<file path="src/shared/rfd_consts.svh">
`ifndef RFD_CONSTS_SVH
`define RFD_CONSTS_SVH

// Field positions in the 16-bit instruction word
`define RFD_OP_HI      15
`define RFD_OP_LO      12
`define RFD_RN_HI      11
`define RFD_RN_LO      8
`define RFD_RM_HI      7
`define RFD_RM_LO      4
`define RFD_D4_HI      3
`define RFD_D4_LO      0

// Major opcodes, bits 15:12
`define RFD_OP_NM      4'h0
`define RFD_OP_NMD     4'h1
`define RFD_OP_MD      4'h2
`define RFD_OP_ND8     4'h3
`define RFD_OP_D12     4'h4
`define RFD_OP_I       4'h5
`define RFD_OP_NI_ADD  4'h6
`define RFD_OP_NI_MOV  4'h7
`define RFD_OP_NI_CMP  4'h8

// Sub-opcodes of the register-register group, bits 3:0
`define RFD_SUB_SWAP   4'h0
`define RFD_SUB_ADD_CY 4'h1
`define RFD_SUB_ADD_OV 4'h2
`define RFD_SUB_XTR    4'h3
`define RFD_SUB_ACC    4'h4

// Sub-opcodes of the immediate-only group, bits 11:8
`define RFD_ISUB_GLOB  4'h0
`define RFD_ISUB_LOGIC 4'h1
`define RFD_ISUB_TRAP  4'h2
`define RFD_ISUB_MOV   4'h3

`endif

</file>
<file path="src/shared/rfd_pkg.sv">
package rfd_pkg;

    typedef enum logic [3:0] {
        RFD_FMT_NONE = 4'h0,
        RFD_FMT_NM   = 4'h1,
        RFD_FMT_NMD  = 4'h2,
        RFD_FMT_MD   = 4'h3,
        RFD_FMT_ND8  = 4'h4,
        RFD_FMT_D12  = 4'h5,
        RFD_FMT_I    = 4'h6,
        RFD_FMT_NI   = 4'h7
    } rfd_fmt_e;

    typedef struct packed {
        logic        valid;
        rfd_fmt_e    fmt;
        logic [3:0]  dst_reg;
        logic [3:0]  src_reg;
        logic [3:0]  src2_reg;
        logic        dst_we;
        logic        src_postinc;
        logic        src2_postinc;
        logic        acc_write;
        logic [11:0] disp;
        logic [31:0] imm;
        logic        use_global;
        logic        use_reg_zero;
        logic        trap;
        logic [31:0] trap_offset;
        logic [31:0] branch_target;
        logic [31:0] result;
        logic        cond_we;
        logic        cond_bit;
        logic        illegal;
    } rfd_state_s;

endpackage : rfd_pkg

</file>
<file path="src/shared/rfd_if.sv">
`timescale 1ns/1ps

interface rfd_if;
    logic [15:0] instr;
    logic [3:0]  op;
    logic [3:0]  rn;
    logic [3:0]  rm;
    logic [3:0]  d4;
    logic [7:0]  low8;
    logic [11:0] d12;

    modport split (
        input  instr,
        output op,
        output rn,
        output rm,
        output d4,
        output low8,
        output d12
    );

    modport dec (
        output instr,
        input  op,
        input  rn,
        input  rm,
        input  d4,
        input  low8,
        input  d12
    );
endinterface : rfd_if

</file>
<file path="src/verilog/rfd_field_split.sv">
`timescale 1ns/1ps
`include "rfd_consts.svh"

module rfd_field_split (
    rfd_if.split bus
);
    assign bus.op   = bus.instr[`RFD_OP_HI:`RFD_OP_LO];
    assign bus.rn   = bus.instr[`RFD_RN_HI:`RFD_RN_LO];
    assign bus.rm   = bus.instr[`RFD_RM_HI:`RFD_RM_LO];
    assign bus.d4   = bus.instr[`RFD_D4_HI:`RFD_D4_LO];
    assign bus.low8 = bus.instr[`RFD_RM_HI:`RFD_D4_LO];
    assign bus.d12  = bus.instr[`RFD_RN_HI:`RFD_D4_LO];
endmodule : rfd_field_split

</file>
<file path="src/verilog/rfd_decoder.sv">
`timescale 1ns/1ps
`include "rfd_consts.svh"

module rfd_decoder (
    input  wire logic           i_mclk,
    input  wire logic           i_rst_b,
    input  wire logic           i_instr_valid,
    input  wire logic [15:0]    i_instr,
    input  wire logic [31:0]    i_pc,
    input  wire logic [31:0]    i_rn_value,
    input  wire logic [31:0]    i_rm_value,
    input  wire logic           i_carry,
    output logic                o_valid,
    output rfd_pkg::rfd_fmt_e   o_format,
    output logic [3:0]          o_dst_reg,
    output logic [3:0]          o_src_reg,
    output logic [3:0]          o_src2_reg,
    output logic                o_dst_we,
    output logic                o_src_postinc,
    output logic                o_src2_postinc,
    output logic                o_acc_write,
    output logic [11:0]         o_disp,
    output logic [31:0]         o_imm,
    output logic                o_use_global,
    output logic                o_use_reg_zero,
    output logic                o_trap,
    output logic [31:0]         o_trap_offset,
    output logic [31:0]         o_branch_target,
    output logic [31:0]         o_result,
    output logic                o_cond_we,
    output logic                o_cond_bit,
    output logic                o_illegal
);

    rfd_if                fld ();
    rfd_pkg::rfd_state_s  s;
    rfd_pkg::rfd_state_s  next_s;

    assign fld.instr = i_instr;

    rfd_field_split u_split (
        .bus (fld.split)
    );

    function automatic logic [31:0] sext8(input logic [7:0] v);
        sext8 = {{24{v[7]}}, v};
    endfunction : sext8

    function automatic logic [31:0] zext8(input logic [7:0] v);
        zext8 = {24'h000000, v};
    endfunction : zext8

    always_comb begin
        logic [32:0] sum;
        logic [31:0] sext12;
        sum    = 33'h000000000;
        sext12 = 32'h00000000;
        next_s = s;
        next_s.valid = i_instr_valid;
        if (i_instr_valid) begin
            next_s.fmt          = rfd_pkg::RFD_FMT_NONE;
            next_s.dst_reg      = 4'h0;
            next_s.src_reg      = 4'h0;
            next_s.src2_reg     = 4'h0;
            next_s.dst_we       = 1'b0;
            next_s.src_postinc  = 1'b0;
            next_s.src2_postinc = 1'b0;
            next_s.acc_write    = 1'b0;
            next_s.disp         = 12'h000;
            next_s.imm          = 32'h00000000;
            next_s.use_global   = 1'b0;
            next_s.use_reg_zero = 1'b0;
            next_s.trap         = 1'b0;
            next_s.trap_offset  = 32'h00000000;
            next_s.branch_target = 32'h00000000;
            next_s.result       = 32'h00000000;
            next_s.cond_we      = 1'b0;
            next_s.cond_bit     = 1'b0;
            next_s.illegal      = 1'b0;
            unique case (fld.op)
                `RFD_OP_NM: begin
                    next_s.fmt     = rfd_pkg::RFD_FMT_NM;
                    next_s.dst_reg = fld.rn;
                    next_s.src_reg = fld.rm;
                    unique case (fld.d4)
                        `RFD_SUB_SWAP: begin
                            next_s.dst_we = 1'b1;
                            next_s.result = {i_rm_value[31:16], i_rm_value[7:0], i_rm_value[15:8]};
                        end
                        `RFD_SUB_ADD_CY: begin
                            sum = {1'b0, i_rn_value} + {1'b0, i_rm_value} + {32'h00000000, i_carry};
                            next_s.dst_we   = 1'b1;
                            next_s.result   = sum[31:0];
                            next_s.cond_we  = 1'b1;
                            next_s.cond_bit = sum[32];
                        end
                        `RFD_SUB_ADD_OV: begin
                            sum = {1'b0, i_rn_value} + {1'b0, i_rm_value};
                            next_s.dst_we   = 1'b1;
                            next_s.result   = sum[31:0];
                            next_s.cond_we  = 1'b1;
                            next_s.cond_bit = (i_rn_value[31] == i_rm_value[31])
                                              && (sum[31] != i_rn_value[31]);
                        end
                        `RFD_SUB_XTR: begin
                            next_s.dst_we = 1'b1;
                            next_s.result = {i_rm_value[15:0], i_rn_value[31:16]};
                        end
                        `RFD_SUB_ACC: begin
                            next_s.dst_reg      = 4'h0;
                            next_s.src2_reg     = fld.rn;
                            next_s.src_postinc  = 1'b1;
                            next_s.src2_postinc = 1'b1;
                            next_s.acc_write    = 1'b1;
                        end
                        default: begin
                            next_s.illegal = 1'b1;
                        end
                    endcase
                end
                `RFD_OP_NMD: begin
                    next_s.fmt     = rfd_pkg::RFD_FMT_NMD;
                    next_s.dst_reg = fld.rn;
                    next_s.src_reg = fld.rm;
                    next_s.disp    = {8'h00, fld.d4};
                end
                `RFD_OP_MD: begin
                    next_s.fmt          = rfd_pkg::RFD_FMT_MD;
                    next_s.src_reg      = fld.rm;
                    next_s.disp         = {8'h00, fld.d4};
                    next_s.use_reg_zero = 1'b1;
                end
                `RFD_OP_ND8: begin
                    next_s.fmt     = rfd_pkg::RFD_FMT_ND8;
                    next_s.dst_reg = fld.rn;
                    next_s.disp    = {4'h0, fld.low8};
                end
                `RFD_OP_D12: begin
                    next_s.fmt  = rfd_pkg::RFD_FMT_D12;
                    next_s.disp = fld.d12;
                    sext12 = {{20{fld.d12[11]}}, fld.d12};
                    next_s.branch_target = i_pc + {sext12[30:0], 1'b0};
                end
                `RFD_OP_I: begin
                    next_s.fmt = rfd_pkg::RFD_FMT_I;
                    unique case (fld.rn)
                        `RFD_ISUB_GLOB: begin
                            next_s.use_global   = 1'b1;
                            next_s.use_reg_zero = 1'b1;
                            next_s.imm          = zext8(fld.low8);
                        end
                        `RFD_ISUB_LOGIC: begin
                            next_s.use_reg_zero = 1'b1;
                            next_s.imm          = zext8(fld.low8);
                        end
                        `RFD_ISUB_TRAP: begin
                            next_s.trap        = 1'b1;
                            next_s.imm         = zext8(fld.low8);
                            next_s.trap_offset = {22'h0, fld.low8, 2'b00};
                        end
                        `RFD_ISUB_MOV: begin
                            next_s.use_reg_zero = 1'b1;
                            next_s.dst_we       = 1'b1;
                            next_s.imm          = sext8(fld.low8);
                        end
                        default: begin
                            next_s.illegal = 1'b1;
                        end
                    endcase
                end
                `RFD_OP_NI_ADD, `RFD_OP_NI_MOV, `RFD_OP_NI_CMP: begin
                    next_s.fmt     = rfd_pkg::RFD_FMT_NI;
                    next_s.dst_reg = fld.rn;
                    next_s.imm     = sext8(fld.low8);
                    next_s.dst_we  = (fld.op != `RFD_OP_NI_CMP);
                    next_s.cond_we = (fld.op == `RFD_OP_NI_CMP);
                    next_s.cond_bit = (fld.op == `RFD_OP_NI_CMP) && (i_rn_value == sext8(fld.low8));
                    next_s.result  = (fld.op == `RFD_OP_NI_ADD) ? i_rn_value + sext8(fld.low8)
                                                                : sext8(fld.low8);
                end
                default: begin
                    next_s.illegal = 1'b1;
                end
            endcase
        end
    end

    always_ff @(posedge i_mclk or negedge i_rst_b) begin
        if (!i_rst_b) begin
            s <= '0;
        end else begin
            s <= next_s;
        end
    end

    assign o_valid         = s.valid;
    assign o_format        = s.fmt;
    assign o_dst_reg       = s.dst_reg;
    assign o_src_reg       = s.src_reg;
    assign o_src2_reg      = s.src2_reg;
    assign o_dst_we        = s.dst_we;
    assign o_src_postinc   = s.src_postinc;
    assign o_src2_postinc  = s.src2_postinc;
    assign o_acc_write     = s.acc_write;
    assign o_disp          = s.disp;
    assign o_imm           = s.imm;
    assign o_use_global    = s.use_global;
    assign o_use_reg_zero  = s.use_reg_zero;
    assign o_trap          = s.trap;
    assign o_trap_offset   = s.trap_offset;
    assign o_branch_target = s.branch_target;
    assign o_result        = s.result;
    assign o_cond_we       = s.cond_we;
    assign o_cond_bit      = s.cond_bit;
    assign o_illegal       = s.illegal;

endmodule : rfd_decoder

</file>
<file path="config.mk">
export PLATFORM = sky130hd
export DESIGN_NAME = rfd_decoder
export DESIGN_NICKNAME = d
export VERILOG_FILES = /design/src/shared/rfd_pkg.sv /design/src/shared/rfd_if.sv /design/src/verilog/rfd_field_split.sv /design/src/verilog/rfd_decoder.sv
export VERILOG_INCLUDE_DIRS = /design/src /design/src/shared
export SDC_FILE = /design/constraint.sdc
export NUM_CORES = 1
export LEC_CHECK = 0
export BUFFER_PORTS_ARGS = -buffer_cell sky130_fd_sc_hd__buf_2
export CORE_MARGIN = 2
export CORE_UTILIZATION = 30
export CTS_BUF_LIST = sky130_fd_sc_hd__clkbuf_2 sky130_fd_sc_hd__clkbuf_4 sky130_fd_sc_hd__clkbuf_8
export CTS_CLUSTER_DIAMETER = 30
export DETAILED_ROUTE_END_ITERATION = 8
export SKIP_CTS_REPAIR_TIMING = 1
export SLEW_MARGIN = 15
export SYNTH_ARGS = -nofsm -noshare
export SYNTH_HDL_FRONTEND = slang
export SYNTH_SLANG_ARGS = --single-unit
</file>
<file path="constraint.sdc">
create_clock -name i_mclk -period 1.35 [get_ports i_mclk]
set_clock_uncertainty 0.1 [all_clocks]
set_input_delay 0.405 -clock i_mclk [delete_from_list [all_inputs] [get_ports i_mclk]]
set_output_delay 0.405 -clock i_mclk [all_outputs]
set_load 0.005 [all_outputs]
</file>
==> flow_summary.rst, run 1 <==
.. list-table::
   :header-rows: 1

   * - Metric
     - Value
   * - Hold Path Stages
     - 2
   * - Die Height
     - 201.8 um
   * - Max-cap violation count
     - 0
   * - Final worst setup slack
     - -2.209 ns
   * - IR Drop Worst-Case VDD
     - roughly 660 uV
   * - Share of post-route cells with drive strength above 1
     - between 50% and 60%
   * - YS warnings
     - 0
   * - Placeable core region
     - slightly below 0.04 mm^2
   * - TritonCTS clock tree
     - done
   * - Cell type with the highest aggregate area in the netlist
     - dfrtp_1
   * - Ranking of synthesized cells by area
     - dfrtp_1, ha_1, a21oi_1, xnor2_1, a22o_1
   * - Slew margin rel.
     - between 50% and 60%
   * - Congestion Overflow GR
     - 0
   * - Final worst path period need
     - ~3.6 ns
   * - Via-to-Cell Ratio
     - 5.313
   * - Max Freq
     - between 200 and 300 MHz
   * - Half-perimeter wire length after placement
     - 45570 um
   * - Count of endpoints failing hold in the final timing report
     - 0
   * - Summed negative setup slack over all endpoints
     - -116.34 ns
   * - Clock buffer count from CTS
     - 17
   * - Number of storage elements in the synthesis netlist
     - 117
   * - EDFF count, synth
     - 0
   * - Starting Density
     - between 30 and 40%
   * - Post-synth top area share
     - 24.95%
   * - Number of fillers in the final layout
     - approximately 3600
   * - Layout net count
     - 2462
   * - # diodes
     - 0
   * - Final ANT Viol Nets
     - 0
   * - Tightest Hold Check Type
     - in2reg
   * - Tcrit/Tclk final
     - 263.6%
   * - CP Data Arrival Time
     - approximately 3.8 ns
   * - Cells after Synth
     - roughly 1400
   * - Violated checks
     - setup timing
   * - Std-Cell Rows
     - 72
   * - Wire per inst
     - slightly above 20 um
   * - Total detailed-routing wirelength
     - 57030 um
   * - GRT Total Usage
     - 25.78%
   * - Flip-flop and latch area
     - 0.002933 mm^2
   * - Crit end category
     - flop
   * - Maximum number of pins on one net before global-route repair
     - 39
   * - Total number of vias
     - approximately 15000
   * - Clock transition at the register clock pins on the worst setup and hold paths after CTS
     - 0.09 ns
   * - Setup repair after global routing missed its margin
     - true
   * - Leakage component of the power
     - 0.01025 uW
   * - Type of element launching the critical path
     - input pin
   * - Htree depth
     - 4
   * - Post-route design area
     - roughly 0.02 mm^2
   * - Count of pins over their slew limit
     - 0
   * - Final setup violating endpoints
     - between 200 and 250
   * - Number of remaining DRC errors
     - 0
   * - Die extent in x
     - ~200 um
   * - Detailed Routing Iterations Pass 1
     - 6
   * - Die area
     - 0.04071 mm^2
   * - Leading register cell type out of synthesis
     - dfrtp_1
   * - Latest clock arrival within the worst-skew pair
     - 0.47 ns
   * - FF-to-FF path depth
     - 3
   * - First-pass GRT wire length
     - ~81000 um
   * - Slew at the pin closest to its max-slew limit
     - 0.6086 ns
   * - Final weighted congestion in routability-driven placement
     - approximately 0.97
   * - Fraction of registers with async set or reset after synthesis
     - 100.0%
   * - Vias in the first global route
     - between 10000 and 15000
   * - Result of the run
     - complete, but fails checks
   * - Critical path data required time
     - 1.61 ns
   * - Initial antenna violation count
     - 1
   * - Area occupied by multi-input gates
     - about 0.0095 mm^2
   * - Synthesized area
     - roughly 0.012 mm^2
   * - Dpl cell area
     - 0.01772 mm^2
   * - CTS sink cnt
     - 117
   * - Power per unit of standard cell area
     - ~740 mW/mm^2
   * - Sequential fraction of the synthesis area
     - around a quarter
   * - Clock tree root buffer cell
     - clkbuf_8
   * - Mean post-synth cell area
     - around 8.5 um^2
   * - Drt first-iter violations
     - between 1000 and 1500
   * - Final core area utilization
     - 53.26%
   * - Layout area overhead
     - 75.42%
   * - Count of buffers from port buffering
     - between 200 and 300
   * - Maximum buffer depth of the clock tree
     - 2
   * - Number of unique standard cell types used by synthesis
     - 96
   * - Post-Place Worst Slack
     - -2.947 ns
   * - Crit Path Category
     - in2reg
   * - CP max FO
     - 3
   * - IO Count
     - 283
## cell families (layout without fill, tap and decap cells)
kind of cell,Yosys count,count (layout),share of synthesized area (%)
muxes,17,17,2.111
adders and majority gates,98,98,10.64
xor gates and xnor gates,101,101,7.603
AOI/OAI and AO/OA,502,502,30.09
and+or+nand+nor,393,393,17.27
DFF,117,117,24.95
other,1,25,0.03196
buffers and inverters,155,1008,7.294
## cell usage after synthesis, types with 36 or more instances
cell type and count:
a22o_1 53, dfrtp_1 117, a21o_1 45, inv_1 37
ha_1 95, xor2_1 36, nand2_1 88, a21oi_1 119
buf_4 50, nor2_1 94, xnor2_1 64, clkbuf_1 54
o21ai_0 70
## through the flow
stage,total power [uW],hold WS (ns),std cells
finish,15310,0.04419,2779
global route,16050,0.05141,2779
CTS,14190,-0.2984,2644
detailed placement,10550,0.2146,2612
global placement,10470,0.2165,2612
floorplan,7243,0.009409,1408
## power by group
| group | switching (uW) | internal (uW) |
|---|---|---|
| registers | 106 | 3660 |
| clock network | 1760 | 1870 |
| logic | 3910 | 4010 |
## placed cells by master, fill, tap and decap left out, types with 13 or more instances in the layout
cell / instances
conb_1: 25
ha_4: 17
nand2_1: 80
a21oi_1: 89
nor2b_1: 16
buf_2: 232
ha_1: 74
nand3_1: 24
buf_4: 618
o21ai_1: 25
clkbuf_8: 17
xor2_1: 31
nor2_1: 82
nor3_1: 19
o21ai_0: 44
a21oi_2: 29
dfrtp_1: 115
nand4_1: 19
xnor2_1: 49
nand2b_1: 13
o2bb2ai_1: 28
a21o_1: 45
xnor2_2: 15
a31oi_1: 15
inv_1: 33
buf_6: 67
a22o_1: 53
## routing by layer
| metal | part of all wire [%] | track usage, % |
|---|---|---|
| met3 | 6.8 | 3.547 |
| met1 | 43 | 34.67 |
| met5 | 0.028 | 0 |
| met2 | 46 | 42.40 |
| met4 | 4.0 | 9.034 |
## critical path: stages
cell,delay (ns)
buf_12,0.09
ha_4,0.13
inv_2,0.03
fa_2,0.34
nand2b_4,0.17
a2111oi_4,0.29
a211oi_2,0.08
or4_4,0.46
buf_6,0.15
nor3b_4,0.22
nand4_2,0.15
or2_4,0.29
nor3_2,0.14
xnor2_1,0.09
mux4_2,0.45
a221o_1,0.32
## final timing paths
kind	start	to	slack [ns]
hold reg to reg	o_disp[5]$_DFFE_PN0P_	o_disp[5]$_DFFE_PN0P_	0.39
hold / removal	i_pc[0]	o_branch_target[0]$_DFFE_PN0P_	0.04
setup / recovery	i_rm_value[0]	o_result[22]$_DFFE_PN0P_	-2.21
max in group asynchronous	i_rst_b	o_result[4]$_DFFE_PN0P_	0.39
setup reg to reg	o_result[26]$_DFFE_PN0P_	o_result[26]$_DFFE_PN0P_	0.15
min in group asynchronous	i_rst_b	o_imm[2]$_DFFE_PN0P_	0.27
## cell type report
type / count / area share [%]
Clock inverter: 15 / 0.9422
Multi-Input combinational cell: 1136 / 46.25
Timing Repair Buffer: 937 / 33.55
Clock buffer: 17 / 1.137
Sequential cell: 117 / 14.25
Tap cell: 518 / 3.149
Inverter: 39 / 0.7234
Note: power is estimated with default switching activity, not from simulation.
==> inputs of run 2 (changes only) <==
--- a/config.mk
+++ b/config.mk
@@ -7,11 +7,11 @@
 export NUM_CORES = 1
 export LEC_CHECK = 0
 export BUFFER_PORTS_ARGS = -buffer_cell sky130_fd_sc_hd__buf_2
-export CORE_MARGIN = 2
-export CORE_UTILIZATION = 30
+export CORE_UTILIZATION = 51
 export CTS_BUF_LIST = sky130_fd_sc_hd__clkbuf_2 sky130_fd_sc_hd__clkbuf_4 sky130_fd_sc_hd__clkbuf_8
 export CTS_CLUSTER_DIAMETER = 30
 export DETAILED_ROUTE_END_ITERATION = 8
+export PLACE_DENSITY = 0.8
 export SKIP_CTS_REPAIR_TIMING = 1
 export SLEW_MARGIN = 15
 export SYNTH_ARGS = -nofsm -noshare
==> run 2 against run 1 <==
Against the previous run: the flow now stops in global routing; synthesized cell count is the same; area after synthesis is the same.
==> flow_summary.rst, run 2 <==
.. list-table::
   :header-rows: 1

   * - Metric
     - Value
   * - Result of the run
     - stopped before the end
   * - Exit stage
     - global routing
   * - Error message
     - [ERROR GRT-0232] Routing congestion too high. Check the congestion heatmap in the GUI.
   * - Pin ending the worst setup path after global-route repair
     - o_result[27]$_DFFE_PN0P_/D
   * - Congestion Overflow GR
     - 6
   * - Htree depth
     - 4 (unchanged)
   * - Count of buffers from port buffering
     - 257 (unchanged)
   * - Maximum buffer depth of the clock tree
     - 2 (unchanged)
   * - Clock tree root buffer cell
     - clkbuf_8
   * - Cell type with the highest aggregate area in the netlist
     - dfrtp_1
   * - YS warnings
     - 0 (unchanged)
   * - Post-synth top area share
     - 24.95% (unchanged)
   * - Worst endpoint kind after the last repair
     - register data pin
   * - Fraction of registers with async set or reset after synthesis
     - 100.0% (unchanged)
   * - Maximum number of pins on one net before global-route repair
     - 43
   * - Number of storage elements in the synthesis netlist
     - 117 (unchanged)
   * - Die extent in x
     - 153.7 um (-24%)
   * - CTS sink cnt
     - 117 (unchanged)
   * - Synthesized area
     - 0.01173 mm^2 (unchanged)
   * - Synth top cells by count
     - a21oi_1, dfrtp_1, ha_1, nor2_1, nand2_1
   * - Count of placed standard cells including taps
     - 2352 (-10%)
   * - Starting Density
     - 51.98% (+22 points)
   * - Std-Cell Rows
     - 55 (-24%)
   * - Number of unique standard cell types used by synthesis
     - 96 (unchanged)
   * - Clock buffer count from CTS
     - 17 (unchanged)
   * - Mean post-synth cell area
     - 8.478 um^2 (unchanged)
   * - Cells after Synth
     - 1384 (unchanged)
   * - Final weighted congestion in routability-driven placement
     - 1.059 (+9.3%)
   * - Half-perimeter wire length after placement
     - 43310 um (-5.0%)
   * - Sequential fraction of the synthesis area
     - 24.95% (unchanged)
   * - Most common cell in the synthesized netlist
     - a21oi_1
   * - Die Height
     - 153.7 um (-24%)
   * - Initial antenna violation count
     - 14
   * - EDFF count, synth
     - 0 (unchanged)
   * - IO Count
     - 283 (unchanged)
   * - Leading register cell type out of synthesis
     - dfrtp_1
   * - Ranking of synthesized cells by area
     - dfrtp_1, ha_1, a21oi_1, xnor2_1, a22o_1
   * - GRT Total Usage
     - roughly 78%
==> run 2: cells by family after synthesis <==
logic type	share of synthesized area [%]
AO/OA/AOI/OAI	30.09
XOR/XNOR	7.603
AND/OR/NAND/NOR	17.27
multiplexers	2.111
adder cells (fa/ha/maj)	10.64
flip-flops	24.95
other	0.03196
buffers and inverters	7.294
==> run 2: metrics by stage <==
step | worst slack (ns) | TNS (ns) | area (um^2)
4_1_cts | -2.546 | -132.56 | 17710
3_3_place_gp | -2.861 | -148.68 | 17290
3_5_place_dp | -3.006 | -154.80 | 17290
2_1_floorplan | -2.466 | -94.81 | 12480
==> run 2: metal layers <==
| metal | overflow | track usage, % |
|---|---|---|
| met2 | 2 | 93.61 |
| met5 | 0 | 46.58 |
| met4 | 4 | 78.33 |
| met3 | 0 | 66.32 |
| met1 | 0 | 75.39 |
==> inputs of run 3 (changes only) <==
--- a/config.mk
+++ b/config.mk
@@ -7,11 +7,9 @@
 export NUM_CORES = 1
 export LEC_CHECK = 0
 export BUFFER_PORTS_ARGS = -buffer_cell sky130_fd_sc_hd__buf_2
-export CORE_UTILIZATION = 51
-export CTS_BUF_LIST = sky130_fd_sc_hd__clkbuf_2 sky130_fd_sc_hd__clkbuf_4 sky130_fd_sc_hd__clkbuf_8
-export CTS_CLUSTER_DIAMETER = 30
+export CORE_UTILIZATION = 40
 export DETAILED_ROUTE_END_ITERATION = 8
-export PLACE_DENSITY = 0.8
+export PLACE_DENSITY_LB_ADDON = 0.15
 export SKIP_CTS_REPAIR_TIMING = 1
 export SLEW_MARGIN = 15
 export SYNTH_ARGS = -nofsm -noshare
==> constraint.sdc (replaced) <==
create_clock -name i_mclk -period 1.8 [get_ports i_mclk]
set_clock_uncertainty 0.1 [all_clocks]
set_input_delay 0.54 -clock i_mclk [delete_from_list [all_inputs] [get_ports i_mclk]]
set_output_delay 0.54 -clock i_mclk [all_outputs]
set_load 0.005 [all_outputs]
==> run 3 against run 2 <==
Against the previous run: the flow now finishes, with violations (setup timing).
==> flow_summary.rst, run 3 (synthesized netlist as in run 1, its figures left out) <==
.. list-table::
   :header-rows: 1

   * - Metric
     - Value
   * - Count of endpoints failing hold in the final timing report
     - 0
   * - Setup repair after global routing missed its margin
     - true
   * - Maximum buffer depth of the clock tree
     - 2 (unchanged)
   * - CTS sink cnt
     - 117 (unchanged)
   * - Most common cell after layout, fill and taps aside
     - buf_4
   * - Number of remaining DRC errors
     - 0
   * - Result of the run
     - complete, but fails checks
   * - Maximum number of pins on one net before global-route repair
     - 38
   * - Drt first-iter violations
     - 1256
   * - Share of post-route cells with drive strength above 1
     - 50.93%
   * - Critical path data required time
     - 2.01 ns
   * - Slew at the pin closest to its max-slew limit
     - slightly below 0.7 ns
   * - TritonCTS clock tree
     - done
   * - Max-cap violation count
     - 0
   * - Crit end category
     - flop
   * - Count of buffers from port buffering
     - 257 (unchanged)
   * - Die Height
     - 173.3 um (+13%)
   * - Final ANT Viol Nets
     - 0
   * - Worst Hold Slack
     - 0.2286 ns
   * - Power per unit of standard cell area
     - ~600 mW/mm^2
   * - Htree depth
     - 4 (unchanged)
   * - Slew margin rel.
     - between 50% and 60%
   * - Dpl cell area
     - 0.01753 mm^2 (+1.4%)
   * - Tcrit/Tclk final
     - 208.7%
   * - Clock tree root buffer cell
     - clkbuf_16
   * - Congestion Overflow GR
     - 0
   * - Clock buffer count from CTS
     - 17 (unchanged)
   * - Wire per inst
     - around 21 um
   * - GRT Total Usage
     - between 30% and 40%
   * - First-pass GRT wire length
     - about 80000 um
   * - Via-to-Cell Ratio
     - around 5.7
   * - Total detailed-routing wirelength
     - approximately 54000 um
   * - Count of pins over their slew limit
     - 0
   * - Post-route design area
     - between 0.015 and 0.02 mm^2
   * - Layout net count
     - roughly 2400
   * - Latest clock arrival within the worst-skew pair
     - 0.43 ns
   * - Tightest Hold Check Type
     - in2reg
   * - Final worst setup slack
     - -1.957 ns
   * - Crit Path Category
     - in2reg
   * - Initial antenna violation count
     - 0
   * - Half-perimeter wire length after placement
     - 43660 um (+0.81%)
   * - Hold Path Stages
     - 1
   * - IR Drop Worst-Case VDD
     - between 400 and 500 uV
   * - Final setup violating endpoints
     - between 50 and 60
   * - CP max FO
     - 4
   * - Most used cells in the layout excluding fill and tap cells
     - buf_4, buf_2, dfrtp_1
   * - Final core area utilization
     - between 60% and 70%
   * - Final weighted congestion in routability-driven placement
     - 1.031 (-2.6%)
   * - Placeable core region
     - ~0.029 mm^2
   * - # diodes
     - 0
   * - Type of element launching the critical path
     - input pin
   * - Final worst path period need
     - between 3 and 4 ns
   * - Total number of vias
     - roughly 14000
   * - IO Count
     - 283 (unchanged)
   * - Layout area overhead
     - 68.10%
   * - Clock transition at the register clock pins on the worst setup and hold paths after CTS
     - roughly 0.060 ns
   * - Die extent in x
     - 173.3 um (+13%)
   * - Max Freq
     - approximately 270 MHz
   * - Detailed Routing Iterations Pass 1
     - 5
   * - Die area
     - approximately 0.030 mm^2
   * - FF-to-FF path depth
     - 4
   * - CP Data Arrival Time
     - roughly 4.0 ns
   * - Vias in the first global route
     - between 10000 and 15000
   * - Violated checks
     - setup timing
   * - Starting Density
     - 40.77% (-11 points)
   * - Leakage component of the power
     - between 0.009 and 0.01 uW
   * - Std-Cell Rows
     - 62 (+13%)
[run 3: worst max-delay path: stages]
cell	delay (ns)
buf_8	0.11
ha_4	0.15
inv_2	0.05
fa_2	0.21
nand2b_4	0.15
buf_6	0.11
a21oi_4	0.07
a21o_1	0.19
or4_4	0.56
nor3b_4	0.23
nand4_1	0.19
nor3_1	0.18
buf_4	0.16
nand4b_1	0.13
xnor2_1	0.16
mux4_2	0.47
a211o_1	0.30
[run 3: metal layers]
layer / track usage [%] / wire [um] / share of wire (%) / vias up
li1: - / - / - / 6728
met1: 45.03 / 22880 / 42 / 6947
met2: 57.61 / 25540 / 47 / 585
met3: 3.882 / 3200 / 5.9 / 103
met4: 13.16 / 2250 / 4.2 / 0
met5: 0 / 0 / 0 / -
[run 3: cell type report]
type,count,area (um^2)
repair buffers,834,6142
clock buffers,19,442.9
clock inverters,13,132.6
well taps,384,480.5
flip-flops and latches,117,2929
inverters,39,147.6
multi-input cells,1136,9449
fillers,2360,9056
[run 3: worst paths after layout]
path / end / slack (ns) / startpoint
max in group asynchronous: o_result[10]$_DFFE_PN0P_ / 0.63 / i_rst_b
max reg2reg: o_result[31]$_DFFE_PN0P_ / 0.63 / o_result[31]$_DFFE_PN0P_
min in group asynchronous: o_trap_offset[2]$_DFFE_PN0P_ / 0.47 / i_rst_b
min reg2reg: o_trap$_DFFE_PN0P_ / 0.38 / o_trap$_DFFE_PN0P_
min: o_valid$_DFF_PN0_ / 0.23 / i_instr_valid
max: o_result[27]$_DFFE_PN0P_ / -1.96 / i_rm_value[0]
[run 3: through the flow]
step           total power, uW  instances  setup WS [ns]  setup TNS (ns)
2_1_floorplan             5403       1408         -2.151          -68.73
3_3_place_gp              7882       2471         -2.431         -114.33
3_5_place_dp              7923       2471         -2.538         -116.28
4_1_cts                  11300       2503         -2.104          -84.76
5_1_grt                  12560       2542         -2.090          -75.42
6_report                 12000       2542         -1.957          -69.62
[run 3: power by group]
part / internal (uW) / total (uW) / switching, uW
Clock: 2060 / 3370 / 1300
Sequential: 2750 / 2830 / 82.8
Combinational: 2890 / 5810 / 2910
